==> src/cpu_state_regs.vh <==
// register offsets, field positions, reset values and codes for the cpu state block
`ifndef CPU_STATE_REGS_VH
`define CPU_STATE_REGS_VH

// byte addresses on the register bus
`define A_GPR0        8'h00
`define A_SP          8'h34
`define A_LR          8'h38
`define A_PC          8'h3C
`define A_STATUS      8'h40
`define A_ALL_MASK    8'h44
`define A_FAULT_MASK  8'h48
`define A_PRIO_THR    8'h4C
`define A_MODE_CTRL   8'h50
`define A_MAIN_SP     8'h54
`define A_PROC_SP     8'h58
`define A_IRQ_STS     8'h5C
`define A_IRQ_CLR     8'h60
`define A_IRQ_EN      8'h64

// register file shape
`define GPR_COUNT     13
`define IDX_SP        4'hD
`define IDX_LR        4'hE
`define IDX_PC        4'hF
`define HIGH_LO       4'h8
`define HIGH_HI       4'hC

// combined status word fields
`define ST_FLAGS_HI   31
`define ST_FLAGS_LO   27
`define ST_EXEC_HI_HI 26
`define ST_EXEC_HI_LO 25
`define ST_COMPACT    24
`define ST_EXEC_LO_HI 15
`define ST_EXEC_LO_LO 10
`define ST_EXC_HI     8
`define ST_EXC_LO     0

// mode control fields
`define CTRL_USER     0
`define CTRL_ALT_SP   1

// event bits of the interrupt status register
`define EV_ENTRY      0
`define EV_RETURN     1
`define EV_ACCESS     2
`define EV_COMPACT    3
`define EV_WIDTH      4

// reset values
`define RST_WORD      32'h00000000
`define RST_CTRL      2'h0
`define RST_PRIO      9'h000
`define RST_EXC       9'h000
`define RST_EV        4'h0

`endif

==> src/cpu_mode_state.v <==
// cpu privilege, mode, banked stack, status word and exception mask state with apb access
`timescale 1ns/1ps
`include "cpu_state_regs.vh"

// Contract
// - handler mode exists only privileged; three legal states total
// - user level access to restricted registers or instructions is blocked and faults
// - handler mode while servicing an exception, thread mode otherwise
// - all sixteen core registers are 32 bits wide
// - registers 8 to 12 not reachable by 16-bit encodings; 0 to 7 always
// - stack pointer banked between main and process stack pointers
// - stack pointer low two bits read and store as zero
// - subroutine call stores return address into the return link register
// - program counter bit 0 is forced to zero
// - result flags live in status word bits 27 to 31
// - active exception number shows in status word bits 0 to 8
// - execution state bits live in status bits 10 to 15 and 25 to 26
// - status bit 24 reads one; writing it zero faults
// - all irq mask lets only nonmaskable and hard fault through
// - fault escalation mask lets only nonmaskable through
// - nonzero threshold blocks priority values equal or above it; zero disables
// - control bit 0 selects privileged or user thread execution
// - control bit 1 selects process stack; ignored in handler mode
module cpu_mode_state (
  input wire mclk_i,                 // core clock
  input wire rst_i,                  // synchronous reset, active high
  input wire psel_i,                 // apb select
  input wire penable_i,              // apb enable
  input wire pwrite_i,               // apb direction, high for write
  input wire [7:0] paddr_i,          // apb byte address
  input wire [31:0] pwdata_i,        // apb write data
  output reg [31:0] prdata_o,        // apb read data
  output wire pready_o,              // apb ready
  output wire pslverr_o,             // apb error
  input wire exc_req_i,              // exception request level
  input wire [8:0] exc_num_i,        // requested exception number
  input wire [8:0] exc_prio_i,       // requested priority value
  input wire exc_nmi_i,              // request is the nonmaskable interrupt
  input wire exc_hardfault_i,        // request is the hard fault
  output wire exc_take_o,            // request accepted this cycle
  input wire exc_return_i,           // exception return pulse
  input wire call_i,                 // subroutine call pulse
  input wire [31:0] call_ret_addr_i, // return address of the call
  input wire [3:0] creg_sel_i,       // core register select
  input wire creg_narrow_i,          // access comes from a 16-bit encoding
  input wire creg_we_i,              // core register write
  input wire [31:0] creg_wdata_i,    // core register write data
  output reg [31:0] creg_rdata_o,    // core register read data, one cycle late
  output wire creg_illegal_o,        // select not reachable by this encoding
  input wire flags_we_i,             // result flags update
  input wire [4:0] flags_i,          // new result flags
  input wire priv_instr_i,           // restricted instruction issued
  output wire priv_block_o,          // restricted instruction blocked
  output reg fault_o,                // fault raised, one-cycle pulse
  output wire handler_o,             // handler mode
  output wire user_o,                // user level
  output reg [31:0] sp_o,            // active stack pointer
  output reg [31:0] pc_o,            // program counter
  output wire irq_o                  // level interrupt
);

  localparam ST_HANDLER = 3'b001;
  localparam ST_PRIV_THREAD = 3'b010;
  localparam ST_USER_THREAD = 3'b100;

  reg [2:0] state_q;
  reg [2:0] state_d;
  reg [31:0] gpr_q [0:`GPR_COUNT-1];
  reg [31:0] msp_q;
  reg [31:0] psp_q;
  reg [31:0] lr_q;
  reg [4:0] flags_q;
  reg [1:0] exec_hi_q;
  reg [5:0] exec_lo_q;
  reg [8:0] exc_q;
  reg all_mask_q;
  reg fault_mask_q;
  reg [8:0] prio_thr_q;
  reg [1:0] ctrl_q;
  reg [`EV_WIDTH-1:0] ev_sts_q;
  reg [`EV_WIDTH-1:0] ev_en_q;
  reg [31:0] rd_val;
  reg exc_ok;
  integer i;
  // one register word by core index; words come in as arguments so @* callers see changes
  function [31:0] core_word;
    input [3:0] idx;
    input [31:0] gw, spw, lrw, pcw;
    begin
      if (idx == `IDX_SP)
        core_word = spw;
      else if (idx == `IDX_LR)
        core_word = lrw;
      else if (idx == `IDX_PC)
        core_word = pcw;
      else
        core_word = gw;
    end
  endfunction
  function is_mapped;
    input [7:0] a;
    begin
      is_mapped = (a[1:0] == 2'h0) && (a <= `A_IRQ_EN);
    end
  endfunction
  function is_restricted;
    input [7:0] a;
    begin
      is_restricted = (a >= `A_STATUS);
    end
  endfunction
  wire handler = state_q[0];
  wire user_thread = state_q[2];
  // process stack only in thread mode with alternate selected
  wire use_psp = ~handler & ctrl_q[`CTRL_ALT_SP];
  wire [31:0] status_word = {flags_q, exec_hi_q, 1'b1, 8'h00, exec_lo_q, 1'b0, exc_q};
  wire setup = psel_i & ~penable_i;
  wire access = psel_i & penable_i;
  wire mapped = is_mapped(paddr_i);
  // user level blocked from special registers
  wire denied = user_thread & is_restricted(paddr_i);
  // clearing the compact bit is refused
  wire bad_status = pwrite_i & (paddr_i == `A_STATUS) & ~pwdata_i[`ST_COMPACT];
  wire bus_err = access & (~mapped | denied | bad_status);
  wire wr_ok = access & pwrite_i & mapped & ~denied & ~bad_status;
  wire gpr_bus = wr_ok & (paddr_i < `A_STATUS);
  wire [3:0] bus_idx = paddr_i[5:2];
  assign pready_o = 1'b1;
  assign pslverr_o = bus_err;
  assign handler_o = handler;
  assign user_o = user_thread;
  assign irq_o = |(ev_sts_q & ev_en_q);
  // high registers unreachable from narrow encodings
  assign creg_illegal_o = creg_narrow_i & (creg_sel_i >= `HIGH_LO) & (creg_sel_i <= `HIGH_HI);
  wire core_wr = creg_we_i & ~creg_illegal_o;
  // restricted instructions blocked at user level
  assign priv_block_o = priv_instr_i & user_thread;
  wire fault_ev = bus_err & (denied | bad_status) | priv_block_o | (creg_we_i & creg_illegal_o);
  always @*
  begin
    exc_ok = 1'b0;
    if (exc_nmi_i)
      exc_ok = 1'b1;
    // escalation mask stops everything but the nonmaskable
    else if (fault_mask_q)
      exc_ok = 1'b0;
    // irq mask leaves only hard fault
    else if (exc_hardfault_i)
      exc_ok = 1'b1;
    else if (all_mask_q)
      exc_ok = 1'b0;
    else
      exc_ok = (prio_thr_q == `RST_PRIO) || (exc_prio_i < prio_thr_q);
  end

  assign exc_take_o = exc_req_i & exc_ok;
  always @*
  begin
    state_d = state_q;
    case (state_q)
      ST_HANDLER:
      begin
        if (exc_return_i & ~exc_take_o)
          state_d = ctrl_q[`CTRL_USER] ? ST_USER_THREAD : ST_PRIV_THREAD;
      end
      ST_PRIV_THREAD:
      begin
        if (exc_take_o)
          state_d = ST_HANDLER;
        else if (wr_ok & (paddr_i == `A_MODE_CTRL) & pwdata_i[`CTRL_USER])
          state_d = ST_USER_THREAD;
      end
      ST_USER_THREAD:
      begin
        if (exc_take_o)
          state_d = ST_HANDLER;
      end
      default:
        state_d = ST_PRIV_THREAD;
    endcase
  end

  always @*
  begin
    rd_val = `RST_WORD;
    if (paddr_i < `A_STATUS)
      rd_val = core_word(bus_idx, gpr_q[bus_idx], sp_o, lr_q, pc_o);
    else
    begin
      case (paddr_i)
        `A_STATUS: rd_val = status_word;
        `A_ALL_MASK: rd_val = {31'h00000000, all_mask_q};
        `A_FAULT_MASK: rd_val = {31'h00000000, fault_mask_q};
        `A_PRIO_THR: rd_val = {23'h000000, prio_thr_q};
        `A_MODE_CTRL: rd_val = {30'h00000000, ctrl_q};
        `A_MAIN_SP: rd_val = msp_q;
        `A_PROC_SP: rd_val = psp_q;
        `A_IRQ_STS: rd_val = {{(32-`EV_WIDTH){1'b0}}, ev_sts_q};
        `A_IRQ_EN: rd_val = {{(32-`EV_WIDTH){1'b0}}, ev_en_q};
        default: rd_val = `RST_WORD;
      endcase
    end
  end

  // read data captured in setup so the access phase answers from a flop
  always @(posedge mclk_i)
  begin
    if (rst_i)
      prdata_o <= `RST_WORD;
    else if (setup & ~pwrite_i)
      prdata_o <= (is_mapped(paddr_i) & ~denied) ? rd_val : `RST_WORD;
  end

  always @(posedge mclk_i)
  begin
    if (rst_i)
      state_q <= ST_PRIV_THREAD;
    else
      state_q <= state_d;
  end

  // thirteen 32-bit general registers; core writes win over the bus
  always @(posedge mclk_i)
  begin
    for (i = 0; i < `GPR_COUNT; i = i + 1)
    begin
      if (rst_i)
        gpr_q[i] <= `RST_WORD;
      else if (core_wr & (creg_sel_i == i[3:0]))
        gpr_q[i] <= creg_wdata_i;
      else if (gpr_bus & (bus_idx == i[3:0]))
        gpr_q[i] <= pwdata_i;
    end
  end

  wire sp_core = core_wr & (creg_sel_i == `IDX_SP);
  wire sp_bus = gpr_bus & (bus_idx == `IDX_SP);
  wire [31:0] sp_new = sp_core ? creg_wdata_i : pwdata_i;

  always @(posedge mclk_i)
  begin
    if (rst_i)
    begin
      msp_q <= `RST_WORD;
      psp_q <= `RST_WORD;
    end
    else
    begin
      if ((sp_core | sp_bus) & ~use_psp)
        msp_q <= {sp_new[31:2], 2'h0};
      else if (wr_ok & (paddr_i == `A_MAIN_SP))
        msp_q <= {pwdata_i[31:2], 2'h0};
      if ((sp_core | sp_bus) & use_psp)
        psp_q <= {sp_new[31:2], 2'h0};
      else if (wr_ok & (paddr_i == `A_PROC_SP))
        psp_q <= {pwdata_i[31:2], 2'h0};
    end
  end

  always @*
  begin
    sp_o = use_psp ? psp_q : msp_q;
  end

  // call loads the return link ahead of register writes
  always @(posedge mclk_i)
  begin
    if (rst_i)
      lr_q <= `RST_WORD;
    else if (call_i)
      lr_q <= call_ret_addr_i;
    else if (core_wr & (creg_sel_i == `IDX_LR))
      lr_q <= creg_wdata_i;
    else if (gpr_bus & (bus_idx == `IDX_LR))
      lr_q <= pwdata_i;
  end

  always @(posedge mclk_i)
  begin
    if (rst_i)
      pc_o <= `RST_WORD;
    else if (core_wr & (creg_sel_i == `IDX_PC))
      pc_o <= {creg_wdata_i[31:1], 1'b0};
    else if (gpr_bus & (bus_idx == `IDX_PC))
      pc_o <= {pwdata_i[31:1], 1'b0};
  end

  always @(posedge mclk_i)
  begin
    if (rst_i)
      creg_rdata_o <= `RST_WORD;
    else
      creg_rdata_o <= core_word(creg_sel_i, gpr_q[creg_sel_i], sp_o, lr_q, pc_o);
  end

  wire st_wr = wr_ok & (paddr_i == `A_STATUS);

  // flags and execution state; the core beats the bus
  always @(posedge mclk_i)
  begin
    if (rst_i)
    begin
      flags_q <= 5'h00;
      exec_hi_q <= 2'h0;
      exec_lo_q <= 6'h00;
    end
    else
    begin
      if (flags_we_i)
        flags_q <= flags_i;
      else if (st_wr)
        flags_q <= pwdata_i[`ST_FLAGS_HI:`ST_FLAGS_LO];
      if (st_wr)
      begin
        exec_hi_q <= pwdata_i[`ST_EXEC_HI_HI:`ST_EXEC_HI_LO];
        exec_lo_q <= pwdata_i[`ST_EXEC_LO_HI:`ST_EXEC_LO_LO];
      end
    end
  end

  // exception number follows entry and clears on return to thread
  always @(posedge mclk_i)
  begin
    if (rst_i)
      exc_q <= `RST_EXC;
    else if (exc_take_o)
      exc_q <= exc_num_i;
    else if (exc_return_i & handler)
      exc_q <= `RST_EXC;
  end

  always @(posedge mclk_i)
  begin
    if (rst_i)
    begin
      all_mask_q <= 1'b0;
      fault_mask_q <= 1'b0;
      prio_thr_q <= `RST_PRIO;
    end
    else
    begin
      if (wr_ok & (paddr_i == `A_ALL_MASK))
        all_mask_q <= pwdata_i[0];
      if (wr_ok & (paddr_i == `A_FAULT_MASK))
        fault_mask_q <= pwdata_i[0];
      if (wr_ok & (paddr_i == `A_PRIO_THR))
        prio_thr_q <= pwdata_i[8:0];
    end
  end

  // alternate stack bit cannot be set from handler mode
  // control is kept across entry so return resumes it
  always @(posedge mclk_i)
  begin
    if (rst_i)
      ctrl_q <= `RST_CTRL;
    else if (wr_ok & (paddr_i == `A_MODE_CTRL))
    begin
      ctrl_q[`CTRL_USER] <= pwdata_i[`CTRL_USER];
      if (~handler)
        ctrl_q[`CTRL_ALT_SP] <= pwdata_i[`CTRL_ALT_SP];
    end
  end

  wire [`EV_WIDTH-1:0] ev_set;
  assign ev_set[`EV_ENTRY] = exc_take_o;
  assign ev_set[`EV_RETURN] = exc_return_i & handler & ~exc_take_o;
  assign ev_set[`EV_ACCESS] = fault_ev & ~(bus_err & bad_status & ~denied);
  assign ev_set[`EV_COMPACT] = bus_err & bad_status & ~denied;
  wire [`EV_WIDTH-1:0] ev_clr = (wr_ok & (paddr_i == `A_IRQ_CLR)) ?
                                pwdata_i[`EV_WIDTH-1:0] : `RST_EV;

  // set beats clear in the same cycle so no event is lost
  always @(posedge mclk_i)
  begin
    if (rst_i)
    begin
      ev_sts_q <= `RST_EV;
      ev_en_q <= `RST_EV;
      fault_o <= 1'b0;
    end
    else
    begin
      ev_sts_q <= (ev_sts_q & ~ev_clr) | ev_set;
      if (wr_ok & (paddr_i == `A_IRQ_EN))
        ev_en_q <= pwdata_i[`EV_WIDTH-1:0];
      // blocked accesses raise a fault pulse
      fault_o <= fault_ev;
    end
  end

endmodule

==> config.mk <==
export PLATFORM = sky130hd
export DESIGN_NAME = cpu_mode_state
export DESIGN_NICKNAME = d
export VERILOG_FILES = /design/src/cpu_mode_state.v
export VERILOG_INCLUDE_DIRS = /design/src
export SDC_FILE = /design/constraint.sdc
export NUM_CORES = 2
export LEC_CHECK = 0
export BUFFER_PORTS_ARGS = -buffer_cell sky130_fd_sc_hd__buf_2
export CAP_MARGIN = 20
export CORE_MARGIN = 2
export CORE_UTILIZATION = 44
export CTS_CLUSTER_SIZE = 24
export DETAILED_ROUTE_END_ITERATION = 10
export SYNTH_ARGS = -nofsm -noshare
export SYNTH_HDL_FRONTEND = slang
export SYNTH_SLANG_ARGS = --single-unit
==> constraint.sdc <==
create_clock -name mclk_i -period 5.3 [get_ports mclk_i]
set_input_delay 1.325 -clock mclk_i [delete_from_list [all_inputs] [get_ports mclk_i]]
set_output_delay 1.325 -clock mclk_i [all_outputs]
set_load 0.01 [all_outputs]
# Yosys cells after proc, flatten, opt, wreduce, memory -nomap -nowiden
# Memories as Yosys holds them, arrays and structs flattened.
# Cells that the tools add are included.
# W data, S select, Z words.
# totals
regBits,234
ram_bits,416
input_bits,145
out_inout_bits,137
wordCells,359
n_memories,1
# memory_table
name,depth,word_bits,read_ports,rd_clocked_by_memory_dff,wr,line,rtl
gpr_q,13,32,2,0,13,cpu_mode_state.v:68,reg [31:0] gpr_q [0:`GPR_COUNT-1];
# op_classes
magnitude_cmp,6
eq_ne,46
mux,154
n_bitwise,118
reduce_logical,15
# op_table
op,count
$mux W32,45
$pmux W32 S9,1
$mux W1,97
$eq A8 B7 Y1 const B,10
$and A1 B1 Y1,71
$eq A4 B4 Y1 const B,16
$eq A4 B3 Y1 const B,8
$or A1 B1 Y1,32
$mux W9,2
$eq A4 B2 Y1 const B,4
$mux W3,5
$not A1 Y1,11
$mux W5,2
$reduce_bool A2 Y1,5
$logic_not A9 Y1,1
$lt A9 B9 Y1,1
$pmux W3 S3,1
$and A4 B4 Y4,2
$eq A4 B1 Y1 const B,2
$ge A8 B7 Y1 const B,1
$le A8 B7 Y1 const B,1
$logic_not A4 Y1,2
$lt A8 B7 Y1 const B,1
$ge A4 B4 Y1 const B,1
16 further kinds,17

# Longest topological paths before layout
# logic_depth
depth_word,12
depth_mapped,11
ltp_nobuf,8

# Least setup slack after synthesis
# No wires, ideal clock.
# synth_timing
kind,input port to flip-flop
from,input port paddr_i[4]
to,memory gpr_q[0][0] (enable)
setup_time_ns,0.470
arrival_ns,4.840
t_required_ns,4.830
path_slack_ns,-0.010
stages,7
path_buffers,2
path_cell_list,buf_2 -> o211ai_1 -> nand4b_1 -> nor2_2 -> buf_6 -> nand3_2 -> o31ai_1
# synth_lines
element,line,rtl
"start, declared",cpu_mode_state.v:30,"input wire [7:0] paddr_i,"
"end, declared",cpu_mode_state.v:68,

# Worst setup path after layout
# layout_timing
from,input port paddr_i[4]
to,output port pslverr_o
# layout_via
elab_chain_cells,6
word_cells_on_any_way,11
# layout_rtl
element,line,rtl
$le A8 B7 Y1 (no source line),n/a,
$logic_and A1 B1 Y1,cpu_mode_state.v:103,is_mapped = (a[1:0] == 2'h0) && (a <= `A_IRQ_EN);
$not A1 Y1,cpu_mode_state.v:124,wire bus_err = access & (~mapped | denied | bad_status);
$or A1 B1 Y1,cpu_mode_state.v:124,
$or A1 B1 Y1 (*),cpu_mode_state.v:124,
$and A1 B1 Y1 (*),cpu_mode_state.v:124,
"end, declared",cpu_mode_state.v:34,"output wire pslverr_o,"
# Mark *: on every way between the ends. The rest lies on a longest branch, timed or not.

==> flow_summary.toml <==
[logic_synthesis]
synth-seq-cells = 650
yosysTopAreaCellShare_pct = 33.70
synth_most_common_cell = "a22o_1"
synth_edf_count = 416
yosysWarnings = 0
syn_inst = 3174
synth_common_cells = "a22o_1, edfxtp_1, clkbuf_1, dfxtp_1, nand2_1"
synth_cell_type_count = 69
synth_area_leaders = "edfxtp_1, mux4_2, dfxtp_1, a22o_1, mux2i_1"
avgSynthCellArea_um2 = 11.68
ys_seq_area_share_pct = 46.33
yosysTopAreaCell = "edfxtp_1"
async_flop_share_pct = 0
syn-cell-area_um2 = 37070
dominantRegCellSynth = "edfxtp_1"

[power_and_ir_drop]
seq_power_share_pct = 46.3
power.leakage_nw = 14.93
combinationalPowerShare_pct = 13.7
peakVddDrop_mv = 0.2399
swShare_pct = 27.27
power.density_nw_per_um2 = 298.0
p_int_w = 0.009084
p_sw_w = 0.003407
clkPwrFrac_pct = 40.0

[global_route]
track_usage_pct = 34.07
antenna_found_initial = 10
grt_max_degree = 115
grt_pass1_wl_um = 214700
overflow = 0
grt_pass1_vias = 30000

[layout]
area_delta_synth_final_pct = 13.07
finalNonFillerCells = 4401
drive_gt1_share_pct = 25.78
regArea_um2 = 17180
nFillCells = 7326
final_cell_area_um2 = 41920
layout.nets = 3411
multi_input_area_um2 = 18450

[hold_path]
min_from = "prdata_o[7]$_SDFFE_PP0P_"
min_to = "prdata_o[7]$_SDFFE_PP0P_"
hold_path.class = "flip-flop to flip-flop"
whs_path_depth = 2

[placement]
dp_cells = 4263
place_hpwl_um = 99840
place_area_um2 = 39580
port-buffer-count = 277
finalWeightedCongestion = 0.9916

[cts]
cts_buffer_depth = 3
cts_made_buffers = 72
ctsRootBufferMaster = "clkbuf_16"
ctsResizeCount = 0
cts-htree-levels = 3
holdBufCountCts = 0
tritoncts = "done"
postCtsSetupRepairBufs = 0
clkTransAtPathRegs_ns = 0.06
insertion_delay_ns = 0.64
cts_sinks = 650

[floorplan]
core_area_um2 = 83560
die_w_um = 294.3
die_h_um = 294.3
dieArea_um2 = 86590
boundaryPins = 282
placementRows = 106
start_util_pct = 44.37

[timing]
hold_violations = 0
rsz0062_at_grt = "false"
finalSetupViolCount = 0
tns_ns = 0
fmax_ghz = 0.2236
fin_worst_skew_ns = 0.02000
finalCritPeriodShare_pct = 84.39
post-route-min-period_ns = 4.473
slew_violations = 0
slew_headroom_pct = 24.34
worstMarginPinSlew_ns = 1.135

[setup_path]
required_ns = 3.97
crit_path_end_kind = "primary output"
cp.arrival_ns = 3.15
crit_fanout = 24
ff2ff_setup_slack_ns = 2.09
reg2reg_from = "state_q[2]$_SDFFE_PP0P_"
worstSetupPathType = "primary input to primary output"
rr_worst_depth = 7
critical_path.startpoint_type = "primary input"
rr_endpoint = "gpr_q[6][12]$_DFFE_PP_"

[route]
dr.pass1.iters = 8
routed_wl_um = 150800
wl_per_cell_um = 34.26
dr_total_vias = 31210
drt-initial-drc-count = 4618
ant_nets = 0
remaining_drc_errors = 0
vias_per_cell = 7.091

[outcome]
status = "finished clean"

[flow_run]
maxCapViolations = 0
stage by stage:
step	util, %	hold WS [ns]	power, W	worst slack (ns)
floorplan	-	0.4426	0.006832	0.1067
global placement	47.37	0.4348	0.007489	0.8266
detailed placement	47.37	0.4403	0.007532	0.7574
CTS	50.11	0.4537	0.01243	0.8436
global route	50.16	0.4792	0.01278	0.7070
finish	50.17	0.4493	0.01249	0.8272
flip-flops by register name, summed over array words and instances, names as in the netlist, 3 cells and up:
register and cells:
exec_lo_q 6, prio_thr_q 9, gpr_q 416, creg_rdata_o 32
exc_q 9, pc_o 31, flags_q 5, ev_sts_q 4
ev_en_q 4, lr_q 32, msp_q 30, psp_q 30
state_q 3, prdata_o 32
cell families after synthesis:
family | count (synthesis) | synth area share [%]
adders and majority gates | 8 | 0.2700
buffers and inverters | 428 | 4.864
other | 2 | 0.02026
AOI/OAI and AO/OA | 1010 | 20.63
xor gates and xnor gates | 1 | 0.02363
muxes | 475 | 20.20
and+or+nand+nor | 600 | 7.658
DFF | 650 | 46.33
power groups by stage:
stage,combinational [W],sequential (W),clock [W]
6_report,0.00171,0.00579,0.00499
5_1_grt,0.00176,0.00581,0.00521
4_1_cts,0.00165,0.00578,0.00500
3_5_place_dp,0.00164,0.00589,0
3_3_place_gp,0.00162,0.00587,0
2_1_floorplan,0.000984,0.00585,0
metal layers:
layer	vias to the layer above	routed length, um	track usage [%]
met1	15590	56700	45.91
met4	4	6121	14.05
met3	367	20410	9.147
met2	2483	67540	52.05
li1	12770	-	-
met5	-	21	0
critical path, cell delays in order:
cell     delay [ns]
buf_4          0.22
or4b_1         0.70
nor3_4         0.40
nand2_1        0.12
a41oi_1        0.20
buf_2          0.17
area by class of cell:
type	instances	area share [%]
clock inverters	30	0.6388
clock buffers	99	4.818
repair buffers	411	6.057
well taps	1080	3.224
diodes	8	0.04776
multi-input cells	2098	44.01
flip-flops and latches	650	40.98
inverters	25	0.2239
layout by cell type (no fill, tap or decap), types with 7 or more instances in the layout:
| cell | count |
|---|---|
| nor4_4 | 9 |
| a221oi_1 | 37 |
| a211oi_1 | 105 |
| nand2b_1 | 29 |
| a32o_1 | 8 |
| nand2_1 | 217 |
| a21o_1 | 7 |
| clkinv_1 | 13 |
| clkbuf_8 | 9 |
| nor2_1 | 174 |
| diode_2 | 8 |
| mux2i_1 | 199 |
| edfxtp_1 | 416 |
| o211ai_1 | 23 |
| clkinv_2 | 7 |
| nand3b_1 | 9 |
| buf_4 | 128 |
| nor3_2 | 16 |
| a222oi_1 | 8 |
| ha_1 | 8 |
| a22o_1 | 425 |
| a31oi_1 | 13 |
| a311oi_1 | 42 |
| o221ai_1 | 9 |
| nand3_1 | 26 |
| and2_1 | 45 |
| dfxtp_1 | 234 |
| mux4_2 | 212 |
| inv_1 | 23 |
| mux2_2 | 64 |
| o21ai_0 | 111 |
| o22ai_1 | 10 |
| a21oi_1 | 143 |
| nor2b_1 | 18 |
| a22oi_1 | 28 |
| clkbuf_16 | 74 |
| clkbuf_1 | 17 |
| buf_12 | 7 |
| buf_2 | 271 |
how the worst max path moves through the flow:
stage	startpoint	end	depth (start not counted)
after floorplan	paddr_i[4]	gpr_q[2][0]$_DFFE_PP_	7
after global placement	paddr_i[4]	gpr_q[6][13]$_DFFE_PP_	8
after detailed placement	paddr_i[4]	gpr_q[6][13]$_DFFE_PP_	8
after CTS	paddr_i[4]	pslverr_o	6
after global routing	paddr_i[4]	pslverr_o	6
final	paddr_i[4]	pslverr_o	6
Power figures use the tool's default switching activity.
